**config.mk**
```make
export PLATFORM = sky130hd
export DESIGN_NAME = serial_reg_port
export DESIGN_NICKNAME = d
export VERILOG_FILES = /design/src/shared/serial_port_pkg.sv /design/src/shared/reg_bank_if.sv /design/src/hdl/serial_reg_port.sv /design/src/hdl/reg_bank.sv
export SDC_FILE = /design/constraint.sdc
export NUM_CORES = 1
export LEC_CHECK = 0
export ABC_AREA = 1
export BUFFER_PORTS_ARGS = -buffer_cell sky130_fd_sc_hd__buf_4
export CORE_MARGIN = 2
export CORE_UTILIZATION = 48
export DETAILED_ROUTE_END_ITERATION = 8
export PLACE_DENSITY = 0.73
export SLEW_MARGIN = 20
export SYNTH_ARGS = -nofsm -noshare
export SYNTH_HDL_FRONTEND = slang
export SYNTH_SLANG_ARGS = --single-unit
```
**constraint.sdc**
```tcl
create_clock -name clk -period 2.5 [get_ports clk]
set_clock_uncertainty 0.05 [all_clocks]
set_input_delay 0.5 -clock clk [delete_from_list [all_inputs] [get_ports clk]]
set_output_delay 0.5 -clock clk [all_outputs]
set_load 0.01 [all_outputs]
```
**src/shared/serial_port_pkg.sv**
```systemverilog
package serial_port_pkg;

  // ----------------------------------------------------------------
  // addressing
  // ----------------------------------------------------------------
  localparam logic [6:0] DEV_ADDR     = 7'h6a;
  localparam logic [4:0] MCODE_PREFIX = 5'h01;
  localparam logic [3:0] BIT_LAST     = 4'h8;

  // ----------------------------------------------------------------
  // register bank
  // ----------------------------------------------------------------
  localparam int         NUM_REGS     = 5;
  localparam logic [7:0] REG_LIMIT    = 8'h05;
  localparam logic [7:0] RO_INDEX     = 8'h03;
  localparam logic [7:0] UNMAPPED_VAL = 8'hff;
  localparam logic [7:0] RESET_REG0   = 8'h40;
  localparam logic [7:0] RESET_REG1   = 8'h30;
  localparam logic [7:0] RESET_REG2   = 8'h00;
  localparam logic [7:0] RESET_REG4   = 8'h00;

  // ----------------------------------------------------------------
  // serial sequencer states, gray along the write path except the ST_WACK to ST_REGADDR return
  // ----------------------------------------------------------------
  typedef enum logic [3:0] {
    ST_IDLE    = 4'h0,
    ST_DEVADDR = 4'h1,
    ST_DEVACK  = 4'h3,
    ST_REGADDR = 4'h2,
    ST_REGACK  = 4'h6,
    ST_WDATA   = 4'h7,
    ST_WACK    = 4'h5,
    ST_RDATA   = 4'h4,
    ST_RACK    = 4'hc,
    ST_IGNORE  = 4'hd
  } seq_state_t;

endpackage : serial_port_pkg

```
**src/shared/reg_bank_if.sv**
```systemverilog
interface reg_bank_if;
  logic       wrEn;
  logic [7:0] addr;
  logic [7:0] wrData;
  logic [7:0] rdData;

  modport ctrl (output wrEn, output addr, output wrData, input rdData);
  modport bank (input wrEn, input addr, input wrData, output rdData);
endinterface : reg_bank_if

```
**src/hdl/serial_reg_port.sv**
```systemverilog
module serial_reg_port (
  // clock and reset
  input  wire logic        clk,
  input  wire logic        reset_n,
  // serial pins, data is open drain
  input  wire logic        scl,
  input  wire logic        sdaIn,
  output logic             sdaOut,
  output logic             sdaOe,
  // device side
  input  wire logic [7:0]  statusIn,
  output logic      [31:0] cfgWord,
  output logic             hsMode
);
  import serial_port_pkg::*;

  reg_bank_if bankBus ();

  logic [1:0]       sclSync_reg;
  logic [1:0]       sdaSync_reg;
  logic             sclDly_reg;
  logic             sdaDly_reg;
  logic             sclRise;
  logic             sclFall;
  logic             startCond;
  logic             stopCond;
  seq_state_t       state_reg;
  logic [3:0]       bitCnt_reg;
  logic [7:0]       shift_reg;
  logic [7:0]       txShift_reg;
  logic [7:0]       regPtr_reg;
  logic             sdaOe_reg;
  logic             hsMode_reg;
  logic             wrEn_reg;
  logic             byteDone;
  logic             receiving;

  // ----------------------------------------------------------------
  // pin sampling and condition detection
  // ----------------------------------------------------------------
  // no filtering: a glitch on the clock line counts as an edge
  always_ff @(posedge clk or negedge reset_n) begin
    if (!reset_n) begin
      sclSync_reg <= 2'h3;
      sdaSync_reg <= 2'h3;
      sclDly_reg  <= 1'b1;
      sdaDly_reg  <= 1'b1;
    end else begin
      sclSync_reg <= {sclSync_reg[0], scl};
      sdaSync_reg <= {sdaSync_reg[0], sdaIn};
      sclDly_reg  <= sclSync_reg[1];
      sdaDly_reg  <= sdaSync_reg[1];
    end
  end

  assign sclRise   = sclSync_reg[1] & ~sclDly_reg;
  assign sclFall   = ~sclSync_reg[1] & sclDly_reg;
  assign startCond = sclSync_reg[1] & sclDly_reg & sdaDly_reg & ~sdaSync_reg[1];
  assign stopCond  = sclSync_reg[1] & sclDly_reg & ~sdaDly_reg & sdaSync_reg[1];

  assign receiving = (state_reg == ST_DEVADDR) || (state_reg == ST_REGADDR) ||
                     (state_reg == ST_WDATA) || (state_reg == ST_RDATA);
  assign byteDone  = sclFall && (bitCnt_reg == BIT_LAST);

  // ----------------------------------------------------------------
  // sequencer
  // ----------------------------------------------------------------
  always_ff @(posedge clk or negedge reset_n) begin
    if (!reset_n) begin
      state_reg <= ST_IDLE;
    end else if (stopCond) begin
      state_reg <= ST_IDLE;
    end else if (startCond) begin
      state_reg <= ST_DEVADDR;
    end else if (sclFall) begin
      case (state_reg)
        ST_DEVADDR: begin
          if (byteDone) begin
            if (shift_reg[7:3] == MCODE_PREFIX) begin
              state_reg <= ST_IGNORE;
            end else if (shift_reg[7:1] == DEV_ADDR) begin
              state_reg <= ST_DEVACK;
            end else begin
              state_reg <= ST_IGNORE;
            end
          end
        end
        ST_DEVACK:  state_reg <= shift_reg[0] ? ST_RDATA : ST_REGADDR;
        ST_REGADDR: if (byteDone) state_reg <= ST_REGACK;
        ST_REGACK:  state_reg <= ST_WDATA;
        ST_WDATA:   if (byteDone) state_reg <= ST_WACK;
        ST_WACK:    state_reg <= ST_REGADDR;
        ST_RDATA:   if (byteDone) state_reg <= ST_RACK;
        ST_RACK:    state_reg <= shift_reg[0] ? ST_IGNORE : ST_RDATA;
        ST_IGNORE:  state_reg <= ST_IGNORE;
        ST_IDLE:    state_reg <= ST_IDLE;
        default:    state_reg <= ST_IDLE;
      endcase
    end
  end

  // ----------------------------------------------------------------
  // bit counter and receive shifter
  // ----------------------------------------------------------------
  always_ff @(posedge clk or negedge reset_n) begin
    if (!reset_n) begin
      bitCnt_reg <= 4'h0;
    end else if (startCond || stopCond || (sclFall && !receiving)) begin
      bitCnt_reg <= 4'h0;
    end else if (sclRise && receiving && bitCnt_reg != BIT_LAST) begin
      bitCnt_reg <= bitCnt_reg + 4'h1;
    end
  end

  // master acknowledge in a read lands in bit 0 for the next decision;
  // our own acknowledge bits must not shift the write data before commit
  always_ff @(posedge clk or negedge reset_n) begin
    if (!reset_n) begin
      shift_reg <= 8'h00;
    end else if (sclRise && ((receiving && state_reg != ST_RDATA) || state_reg == ST_RACK)) begin
      shift_reg <= {shift_reg[6:0], sdaSync_reg[1]};
    end
  end

  // ----------------------------------------------------------------
  // register pointer; auto-steps after each byte read
  // ----------------------------------------------------------------
  always_ff @(posedge clk or negedge reset_n) begin
    if (!reset_n) begin
      regPtr_reg <= 8'h00;
    end else if (sclFall && state_reg == ST_REGADDR && byteDone) begin
      regPtr_reg <= shift_reg;
    end else if (sclFall && state_reg == ST_RDATA && byteDone) begin
      // steps at byte end so the registered read port settles before the next load
      regPtr_reg <= regPtr_reg + 8'h01;
    end
  end

  // read data loaded at the fall before its first bit
  always_ff @(posedge clk or negedge reset_n) begin
    if (!reset_n) begin
      txShift_reg <= 8'hff;
    end else if (sclFall && (state_reg == ST_DEVACK || state_reg == ST_RACK)) begin
      txShift_reg <= bankBus.rdData;
    end else if (sclFall && state_reg == ST_RDATA && !byteDone) begin
      txShift_reg <= {txShift_reg[6:0], 1'b1};
    end
  end

  // ----------------------------------------------------------------
  // data line drive
  // ----------------------------------------------------------------
  always_ff @(posedge clk or negedge reset_n) begin
    if (!reset_n) begin
      sdaOe_reg <= 1'b0;
    end else if (startCond || stopCond) begin
      sdaOe_reg <= 1'b0;
    end else if (sclFall) begin
      case (state_reg)
        ST_DEVADDR: sdaOe_reg <= byteDone && shift_reg[7:1] == DEV_ADDR
                                 && shift_reg[7:3] != MCODE_PREFIX;
        ST_REGADDR: sdaOe_reg <= byteDone;
        ST_WDATA:   sdaOe_reg <= byteDone;
        ST_DEVACK:  sdaOe_reg <= shift_reg[0] && !bankBus.rdData[7];
        ST_RDATA:   sdaOe_reg <= !byteDone && !txShift_reg[6];
        ST_RACK:    sdaOe_reg <= !shift_reg[0] && !bankBus.rdData[7];
        default:    sdaOe_reg <= 1'b0;
      endcase
    end
  end

  assign sdaOut = 1'b0;
  assign sdaOe  = sdaOe_reg;

  // ----------------------------------------------------------------
  // speed mode; timing is margin-free up to 3.4 Mbps at this clock
  // ----------------------------------------------------------------
  always_ff @(posedge clk or negedge reset_n) begin
    if (!reset_n) begin
      hsMode_reg <= 1'b0;
    end else if (stopCond) begin
      hsMode_reg <= 1'b0;
    end else if (sclFall && state_reg == ST_DEVADDR && byteDone
                 && shift_reg[7:3] == MCODE_PREFIX) begin
      hsMode_reg <= 1'b1;
    end
  end

  assign hsMode = hsMode_reg;

  // ----------------------------------------------------------------
  // register write at the falling edge ending the data acknowledge
  // ----------------------------------------------------------------
  always_ff @(posedge clk or negedge reset_n) begin
    if (!reset_n) begin
      wrEn_reg <= 1'b0;
    end else begin
      wrEn_reg <= sclFall && state_reg == ST_WACK && !stopCond && !startCond;
    end
  end

  assign bankBus.wrEn   = wrEn_reg;
  assign bankBus.addr   = regPtr_reg;
  assign bankBus.wrData = shift_reg;

  reg_bank reg_bank_i (
    .clk      (clk),
    .reset_n  (reset_n),
    .acc      (bankBus.bank),
    .statusIn (statusIn),
    .cfgWord  (cfgWord)
  );
endmodule : serial_reg_port

```
**src/hdl/reg_bank.sv**
```systemverilog
module reg_bank (
  // clock and reset
  input  wire logic       clk,
  input  wire logic       reset_n,
  // access from the serial sequencer
  reg_bank_if.bank        acc,
  // device side
  input  wire logic [7:0] statusIn,
  output logic      [31:0] cfgWord
);
  import serial_port_pkg::*;

  logic [7:0] mem_reg [NUM_REGS];

  // ----------------------------------------------------------------
  // storage; the read-only slot shows live status instead
  // ----------------------------------------------------------------
  always_ff @(posedge clk or negedge reset_n) begin
    if (!reset_n) begin
      mem_reg[0] <= RESET_REG0;
      mem_reg[1] <= RESET_REG1;
      mem_reg[2] <= RESET_REG2;
      mem_reg[3] <= 8'h00;
      mem_reg[4] <= RESET_REG4;
    end else begin
      if (acc.wrEn && acc.addr < REG_LIMIT && acc.addr != RO_INDEX) begin
        mem_reg[acc.addr[2:0]] <= acc.wrData;
      end
      mem_reg[3] <= statusIn;
    end
  end

  // ----------------------------------------------------------------
  // registered read port
  // ----------------------------------------------------------------
  always_ff @(posedge clk or negedge reset_n) begin
    if (!reset_n) begin
      acc.rdData <= UNMAPPED_VAL;
    end else if (acc.addr < REG_LIMIT) begin
      acc.rdData <= mem_reg[acc.addr[2:0]];
    end else begin
      acc.rdData <= UNMAPPED_VAL;
    end
  end

  assign cfgWord = {mem_reg[4], mem_reg[2], mem_reg[1], mem_reg[0]};
endmodule : reg_bank

```
# After elaboration in Yosys (flattened, before gate mapping)
# Index checks and enable logic that the tools add are counted.
# op_classes
add_sub_neg,2
magnitude_cmp,3
n_eq_ne,20
n_mux,30
bitwise_logic,12
n_reduce_logical,48
# op_table
cell,count
2-to-1 mux 4 bit,12
2-to-1 mux 8 bit,6
bitwise mux 40 bit,1
one-hot mux 4 bit (9 select lines),1
logical AND 1 bit,26
binary-select mux 8 bit (select 3 bit),1
demux 8 bit (select 3 bit),1
inequality test 4 bit (second input constant),5
== test 4 x 3 -> 1 bit (second input constant),4
2-to-1 mux 7 bit,2
== test 4 bit (second input constant),3
nonzero test 2 bit,5
adder 8 x 1 -> 8 bit (second input constant),1
== test 4 x 2 -> 1 bit (second input constant),2
< comparator 8 x 3 -> 1 bit (second input constant),1
inequality test 8 x 2 -> 1 bit (second input constant),1
bitwise AND 1 bit,7
== test 7 bit (second input constant),1
logical NOT 1 bit,7
logical OR 1 bit,7
== test 5 x 1 -> 1 bit (second input constant),1
inequality test 5 x 1 -> 1 bit (second input constant),1
one-hot mux 1 bit (5 select lines),1
AND reduction 5 bit,1
other kinds (11),17
# word_totals
regBits,88
input_bits,12
output_inout_bits,35

# Depth between registers and ports, before layout
# Gate-level depths: netlist (run 1).
# depth
ltp_word,8
mapped_depth,10
mapped_depth_nobuf,10

# Hierarchy
# Synthesis (run 1) repeated with hierarchy kept, for this count alone.
# hier_totals
hier_cells,555
hier_area_um2,4658.2
# modules_own_cells
mod,instances,cells_each,area_each_um2,seq_area_each_um2
reg_bank,1,265,2423.6,1214.9
serial_reg_port,1,290,2234.6,1017.2

# Worst setup path after synthesis (run 1)
# No wires, ideal clock.
# synth_path
path_kind,reg-to-reg
from,"register regPtr_reg[0], in the netlist bankBus.addr[0]"
to,register reg_bank_i.acc.rdData[3]
t_arrival_ps,1778
required_ps,2364
path_slack_ps,586
stages_incl_launch_ff,10
synth_period_minus_slack_ps,1914
cell_sequence,dfrtp_1 -> inv_1 -> clkbuf_1 -> ha_1 -> inv_1 -> a211oi_2 -> buf_2 -> inv_1 -> a21oi_1 -> nand2_1
# synth_via
elab_chain_len,5
# synth_rtl
element,line_no,source
start: declaration,serial_reg_port.sv:31,logic [7:0] regPtr_reg;
start signal: assignment,serial_reg_port.sv:132,regPtr_reg <= shift_reg;
start signal: assignment,serial_reg_port.sv:135,regPtr_reg <= regPtr_reg + 8'h01;
NOT 3 -> 4 bit (implied by the code),reg_bank.sv:40,acc.rdData <= mem_reg[acc.addr[2:0]];
binary-select mux 8 bit (select 3 bit),reg_bank.sv:40,
2-to-1 mux 8 bit (implied by the code) (2 in series),reg_bank.sv:40,
2-to-1 mux 8 bit *,reg_bank.sv:39,end else if (acc.addr < REG_LIMIT) begin
end signal: assignment,reg_bank.sv:40,
end: declaration,reg_bank_if.sv:8,"modport bank (input wrEn, input addr, input wrData, output rdData);"
# Mark *: on every way between the ends. The rest lies on a longest branch, timed or not. The select of a mux whose other input is x is not followed.
# A chain may end at the register's enable or synchronous reset.

# Final worst setup path (run 1)
# layout_path
from,register bitCnt_reg[0]
to,"register regPtr_reg[1], in the netlist bankBus.addr[1]"
# layout_via
elab_chain_len,4
# layout_rtl
element,line_no,source
start: declaration,serial_reg_port.sv:28,logic [3:0] bitCnt_reg;
start signal: assignment,serial_reg_port.sv:111,bitCnt_reg <= bitCnt_reg + 4'h1;
== test 4 bit *,serial_reg_port.sv:63,assign byteDone = sclFall && (bitCnt_reg == BIT_LAST);
logical AND 1 bit *,serial_reg_port.sv:63,
logical AND 1 bit (on tied branches),"serial_reg_port.sv:131, serial_reg_port.sv:133",
2-to-1 mux 8 bit / nonzero test 2 bit (equally long branches),n/a,
# Mark *: on every way between the ends. The rest lies on a longest branch, timed or not.

==> results.toml, run 1 <==
[grt]
grt_pass1_vias = 3536
grt_max_degree = 46
antenna_found_initial = 0
grt_use_total_pct = 21.7
grt_pass1_wl_um = 17300
grt_remaining_overflow = 0

[sta]
timing_worst_slew_pin_value_ps = 688
setup_viol = 0
drv_slew = 0
final.setup.worst_slack_ps = 331
rsz0062_at_grt = "no"
slew_headroom_pct = 53.9
hold_viol_final = 0
finalSetupTns_ps = 0
finalCritPeriodShare_pct = 86.8
period_needed_ps = 2170
fmax_mhz = 461

[cts]
clk_pin_slew_ps = 90
cts_tree = "yes"
cts_made_buffers = 9
ctsHoldBuffers = 0
htree_levels = 3
numClockSinks = 88
clock_path_buffers = 2
worstSkewPairLatency_ps = 350
post_cts_buffers = 0
root_buffer = "clkbuf_8"
post_cts_resized = 0

[route]
dr.pass1.iters = 5
vias_per_cell = 5.46
wl_per_cell_um = 15.0
ant_nets = 0
vias = 3743
wirelength_um = 10300
remaining_drc_errors = 0
first_iter_violations = 354

[logic_synthesis]
synth_top_area_share_pct = 35.4
ys_ff_latch = 88
synth_area_leaders = "dfrtp_1 35%, dfstp_2 14%, nand2_1 13%"
synth_cell_types = 30
synth-edff-count = 0
async_flop_share_pct = 100
avgSynthCellArea_um2 = 8.06
synth_area_mm2 = 0.00452
syn-num-nets = 577
ys.flop_type = "dfrtp_1"
yosys_warnings = 0
ys_seq_area_share_pct = 49.4
syn_inst = 561
yosys.area.top_type = "dfrtp_1"

[final_layout]
drive_above_1_share_pct = 17.7
mostFrequentLayoutCells = "158 x nand2_1, 64 x dfrtp_1, 50 x buf_4"
area_growth_pct = 9.61
fin_cells = 686
utilization_pct = 53.9
layout_commonest_cell = "nand2_1"
nNetsFinal = 586
fill_cells = 876
largest_register_ffs = 32
antennaDiodeCount = 0

[power]
power_density_mw_per_mm2 = 645
p_leak_nw = 2.57
vdd_drop_max_mv = 0.279
power.total_mw = 3.20

[setup_path]
critPathCaptureType = "flop"
slowest_stage = "dfrtp_1"
crit_buf_inv = 2
cp_slowest_stage_delay_ps = 420
required_ps = 2720
crit_type = "reg -> reg"
path_delay_family = "simple AND/OR/NAND/NOR gates"
cp-start-kind = "flop"
worst_ep_arrival_time_ps = 2390
worstPathMaxFanout = 14
cp_cell_sequence = "inv_1 > ha_1 > nand3_1 > nor2_2 > inv_1 > nor2_2 > o21ai_0 > o22ai_1"

[floorplan]
core_mm2 = 0.00920
core.rowCount = 35
floorplan.initialDensity_pct = 49.1
die_h_um = 101
die_area_mm2 = 0.0102
die-width_um = 101
io_pins = 47

[place]
routabilityCongestion = 0.914
hpwl_um = 7430
placed_cells_incl_taps = 670
dp_slack_ps = 386
port_buffers = 45

[min_path]
hold_path_class = "in -> async"

[run]
drv_cap = 0

[run_status]
run_status = "finished, final reports clean"
[worst paths after layout]
kind,startpoint,end,slack [ps],cells after the start
setup / recovery,bitCnt_reg[0],bankBus.addr[1],330,8
hold / removal,reset_n,reg_bank_i.mem_reg[13],80,1
setup reg to reg,bitCnt_reg[0],bankBus.addr[1],330,8
hold reg to reg,sclSync_reg[0],sclSync_reg[1],310,0
max in group asynchronous,reset_n,reg_bank_i.acc.rdData[7],1630,2
min in group clk,statusIn[1],reg_bank_i.mem_reg[9],200,1
[cells in the mapped netlist (2+ instances only)]
library cell / n
nand2_1: 158
dfrtp_1: 64
inv_1: 48
nand3_1: 44
nor2_1: 42
o21ai_0: 41
nand4_1: 35
buf_4: 34
dfstp_2: 24
a21oi_1: 16
buf_2: 12
clkbuf_1: 7
a31oi_1: 5
ha_1: 4
nor2_2: 4
nor3_1: 3
o211ai_1: 3
xor2_1: 3
nor3_2: 2
o22ai_1: 2
[metrics by stage]
stage	area, um2	hold slack, ps
2_1_floorplan	4520	154
3_3_place_gp	4730	297
3_5_place_dp	4730	300
4_1_cts	4950	93.3
5_1_grt	4950	114
6_report	4950	76.2
[layer usage]
| layer | up-vias | GRT usage (%) | part of all wire, % |
|---|---|---|---|
| met5 | - | 0 | 0 |
| met4 | 0 | 8.42 | 2.2 |
| met3 | 22 | 4.44 | 5.7 |
| met2 | 121 | 31.7 | 46 |
| met1 | 1784 | 31.8 | 46 |
| li1 | 1816 | - | - |
[cells by family after synthesis]
kind of cell             synth area share, %
flip-flops                              49.4
AND/OR/NAND/NOR                         28.2
XOR/XNOR                               0.582
AO/OA/AOI/OAI                           8.67
adder cells (fa/ha/maj)                 1.11
buffers and inverters                   12.0
other                                 0.0830
[layout make-up]
class | instances | area, um2 | share of cell area (%)
Sequential cell | 88 | 2230 | 45.1
Multi-Input combinational cell | 369 | 1750 | 35.4
Timing Repair Buffer | 52 | 415 | 8.39
Inverter | 50 | 188 | 3.79
Clock buffer | 13 | 179 | 3.61
Tap cell | 111 | 139 | 2.80
Clock inverter | 3 | 46.3 | 0.935
[where the power goes]
group	total (mW)	leakage [nW]	internal [mW]	switching, mW
sequential	1.69	1.12	1.54	0.142
clock	1.08	0.112	0.575	0.500
combinational	0.433	1.33	0.139	0.294
total	3.20	2.57	2.26	0.937
(Power assumes the default switching activity.)
==> inputs of run 2 (changes only) <==
--- a/config.mk
+++ b/config.mk
@@ -7,9 +7,9 @@
 export LEC_CHECK = 0
 export ABC_AREA = 1
-export BUFFER_PORTS_ARGS = -buffer_cell sky130_fd_sc_hd__buf_4
 export CORE_MARGIN = 2
 export CORE_UTILIZATION = 48
 export DETAILED_ROUTE_END_ITERATION = 8
-export PLACE_DENSITY = 0.73
+export DONT_BUFFER_PORTS = 1
+export PLACE_DENSITY = 0.69
 export SLEW_MARGIN = 20
 export SYNTH_ARGS = -nofsm -noshare
--- a/constraint.sdc
+++ b/constraint.sdc
@@ -3,3 +3,3 @@
 set_input_delay 0.5 -clock clk [delete_from_list [all_inputs] [get_ports clk]]
 set_output_delay 0.5 -clock clk [all_outputs]
-set_load 0.01 [all_outputs]
+set_load 0.05 [all_outputs]
==> results.toml, run 2 (same netlist as run 1, synthesis figures left out) <==
[setup_path]
required_ps = 2710
critPathCaptureType = "flop"
cp-start-kind = "flop"
worst_ep_arrival_time_ps = 2430
cp_cell_sequence = "inv_1 > ha_1 > nand3_1 > nor2_2 > inv_1 > nor2_2 > o21ai_0 > o22ai_1"
crit_type = "reg -> reg"
crit_buf_inv = 2
cp_slowest_stage_delay_ps = 460
path_delay_family = "simple AND/OR/NAND/NOR gates"
worstPathMaxFanout = 14
slowest_stage = "nor2_2"

[floorplan]
core_mm2 = 0.00920
die_area_mm2 = 0.0102
floorplan.initialDensity_pct = 49.1
die-width_um = 101
io_pins = 47
die_h_um = 101
core.rowCount = 35

[route]
remaining_drc_errors = 0
ant_nets = 0
vias_per_cell = 5.58
vias = 3591
wirelength_um = 10700
first_iter_violations = 230
dr.pass1.iters = 6
wl_per_cell_um = 16.6

[grt]
grt_use_total_pct = 22.7
grt_max_degree = 89
antenna_found_initial = 0
grt_pass1_wl_um = 17900
grt_remaining_overflow = 0
grt_pass1_vias = 3562

[sta]
fmax_mhz = 450
rsz0062_at_grt = "no"
finalSetupTns_ps = 0
finalCritPeriodShare_pct = 88.8
slew_headroom_pct = 61.6
drv_slew = 0
timing_worst_slew_pin_value_ps = 574
setup_viol = 0
hold_viol_final = 88
period_needed_ps = 2220
final.setup.worst_slack_ps = 279
hold_slack_ps = -230

[cts]
numClockSinks = 88
post_cts_buffers = 0
clk_pin_slew_ps = 90
htree_levels = 3
cts_made_buffers = 9
root_buffer = "clkbuf_8"
post_cts_resized = 0
clock_path_buffers = 2
worstSkewPairLatency_ps = 360
cts_tree = "yes"

[place]
routabilityCongestion = 0.849
hpwl_um = 7380
port_buffers = 0
dp_slack_ps = 362

[final_layout]
largest_register_ffs = 32
area_growth_pct = 1.74
mostFrequentLayoutCells = "158 x nand2_1, 64 x dfrtp_1, 48 x inv_1"
layout_commonest_cell = "nand2_1"
drive_above_1_share_pct = 10.7
utilization_pct = 50.0
nNetsFinal = 543
antennaDiodeCount = 0

[power]
power_density_mw_per_mm2 = 687
p_leak_nw = 2.32
power.total_mw = 3.16
vdd_drop_max_mv = 0.303

[run_status]
failed_checks = "negative hold slack"
run_status = "finished, violations left"

[run]
drv_cap = 0

[min_path]
hold_path_class = "in -> async"
## run 2: cell type report
class | instances | area [um2]
Inverter | 50 | 188
Clock inverter | 3 | 47.5
Timing Repair Buffer | 9 | 67.6
Fill cell | 913 | 4600
Tap cell | 111 | 139
Sequential cell | 88 | 2230
Multi-Input combinational cell | 369 | 1750
Clock buffer | 13 | 170
## run 2: power breakdown
| part | switching, mW | internal, mW |
|---|---|---|
| clock network | 0.505 | 0.557 |
| logic | 0.262 | 0.117 |
| registers | 0.174 | 1.54 |
## run 2: path summary, 6_finish.rpt
path / start / end / slack (ps) / depth (start not counted)
worst max register to register: bitCnt_reg[0] / bankBus.addr[1] / 280 / 8
min in group clk: sdaIn / sdaSync_reg[0] / 80 / 0
worst max-delay path: bitCnt_reg[0] / bankBus.addr[1] / 280 / 8
max in group asynchronous: reset_n / reg_bank_i.cfgWord[12] / 2390 / 0
worst min-delay path: reset_n / reg_bank_i.mem_reg[10] / -230 / 0
worst min register to register: sclSync_reg[0] / sclSync_reg[1] / 310 / 0
## run 2: metal layers
layer / part of all wire [%] / global-route usage (%) / vias up
met2: 46 / 35.1 / 95
met4: 2.8 / 10.2 / 0
met1: 46 / 31.2 / 1740
met3: 4.7 / 4.09 / 23
met5: 0 / 0 / -
li1: - / - / 1733
## run 2: metrics by stage
step,instances,cell area (um2)
floorplan,561,4520
global placement,627,4380
detailed placement,627,4380
CTS,643,4600
global route,643,4600
finish,643,4600
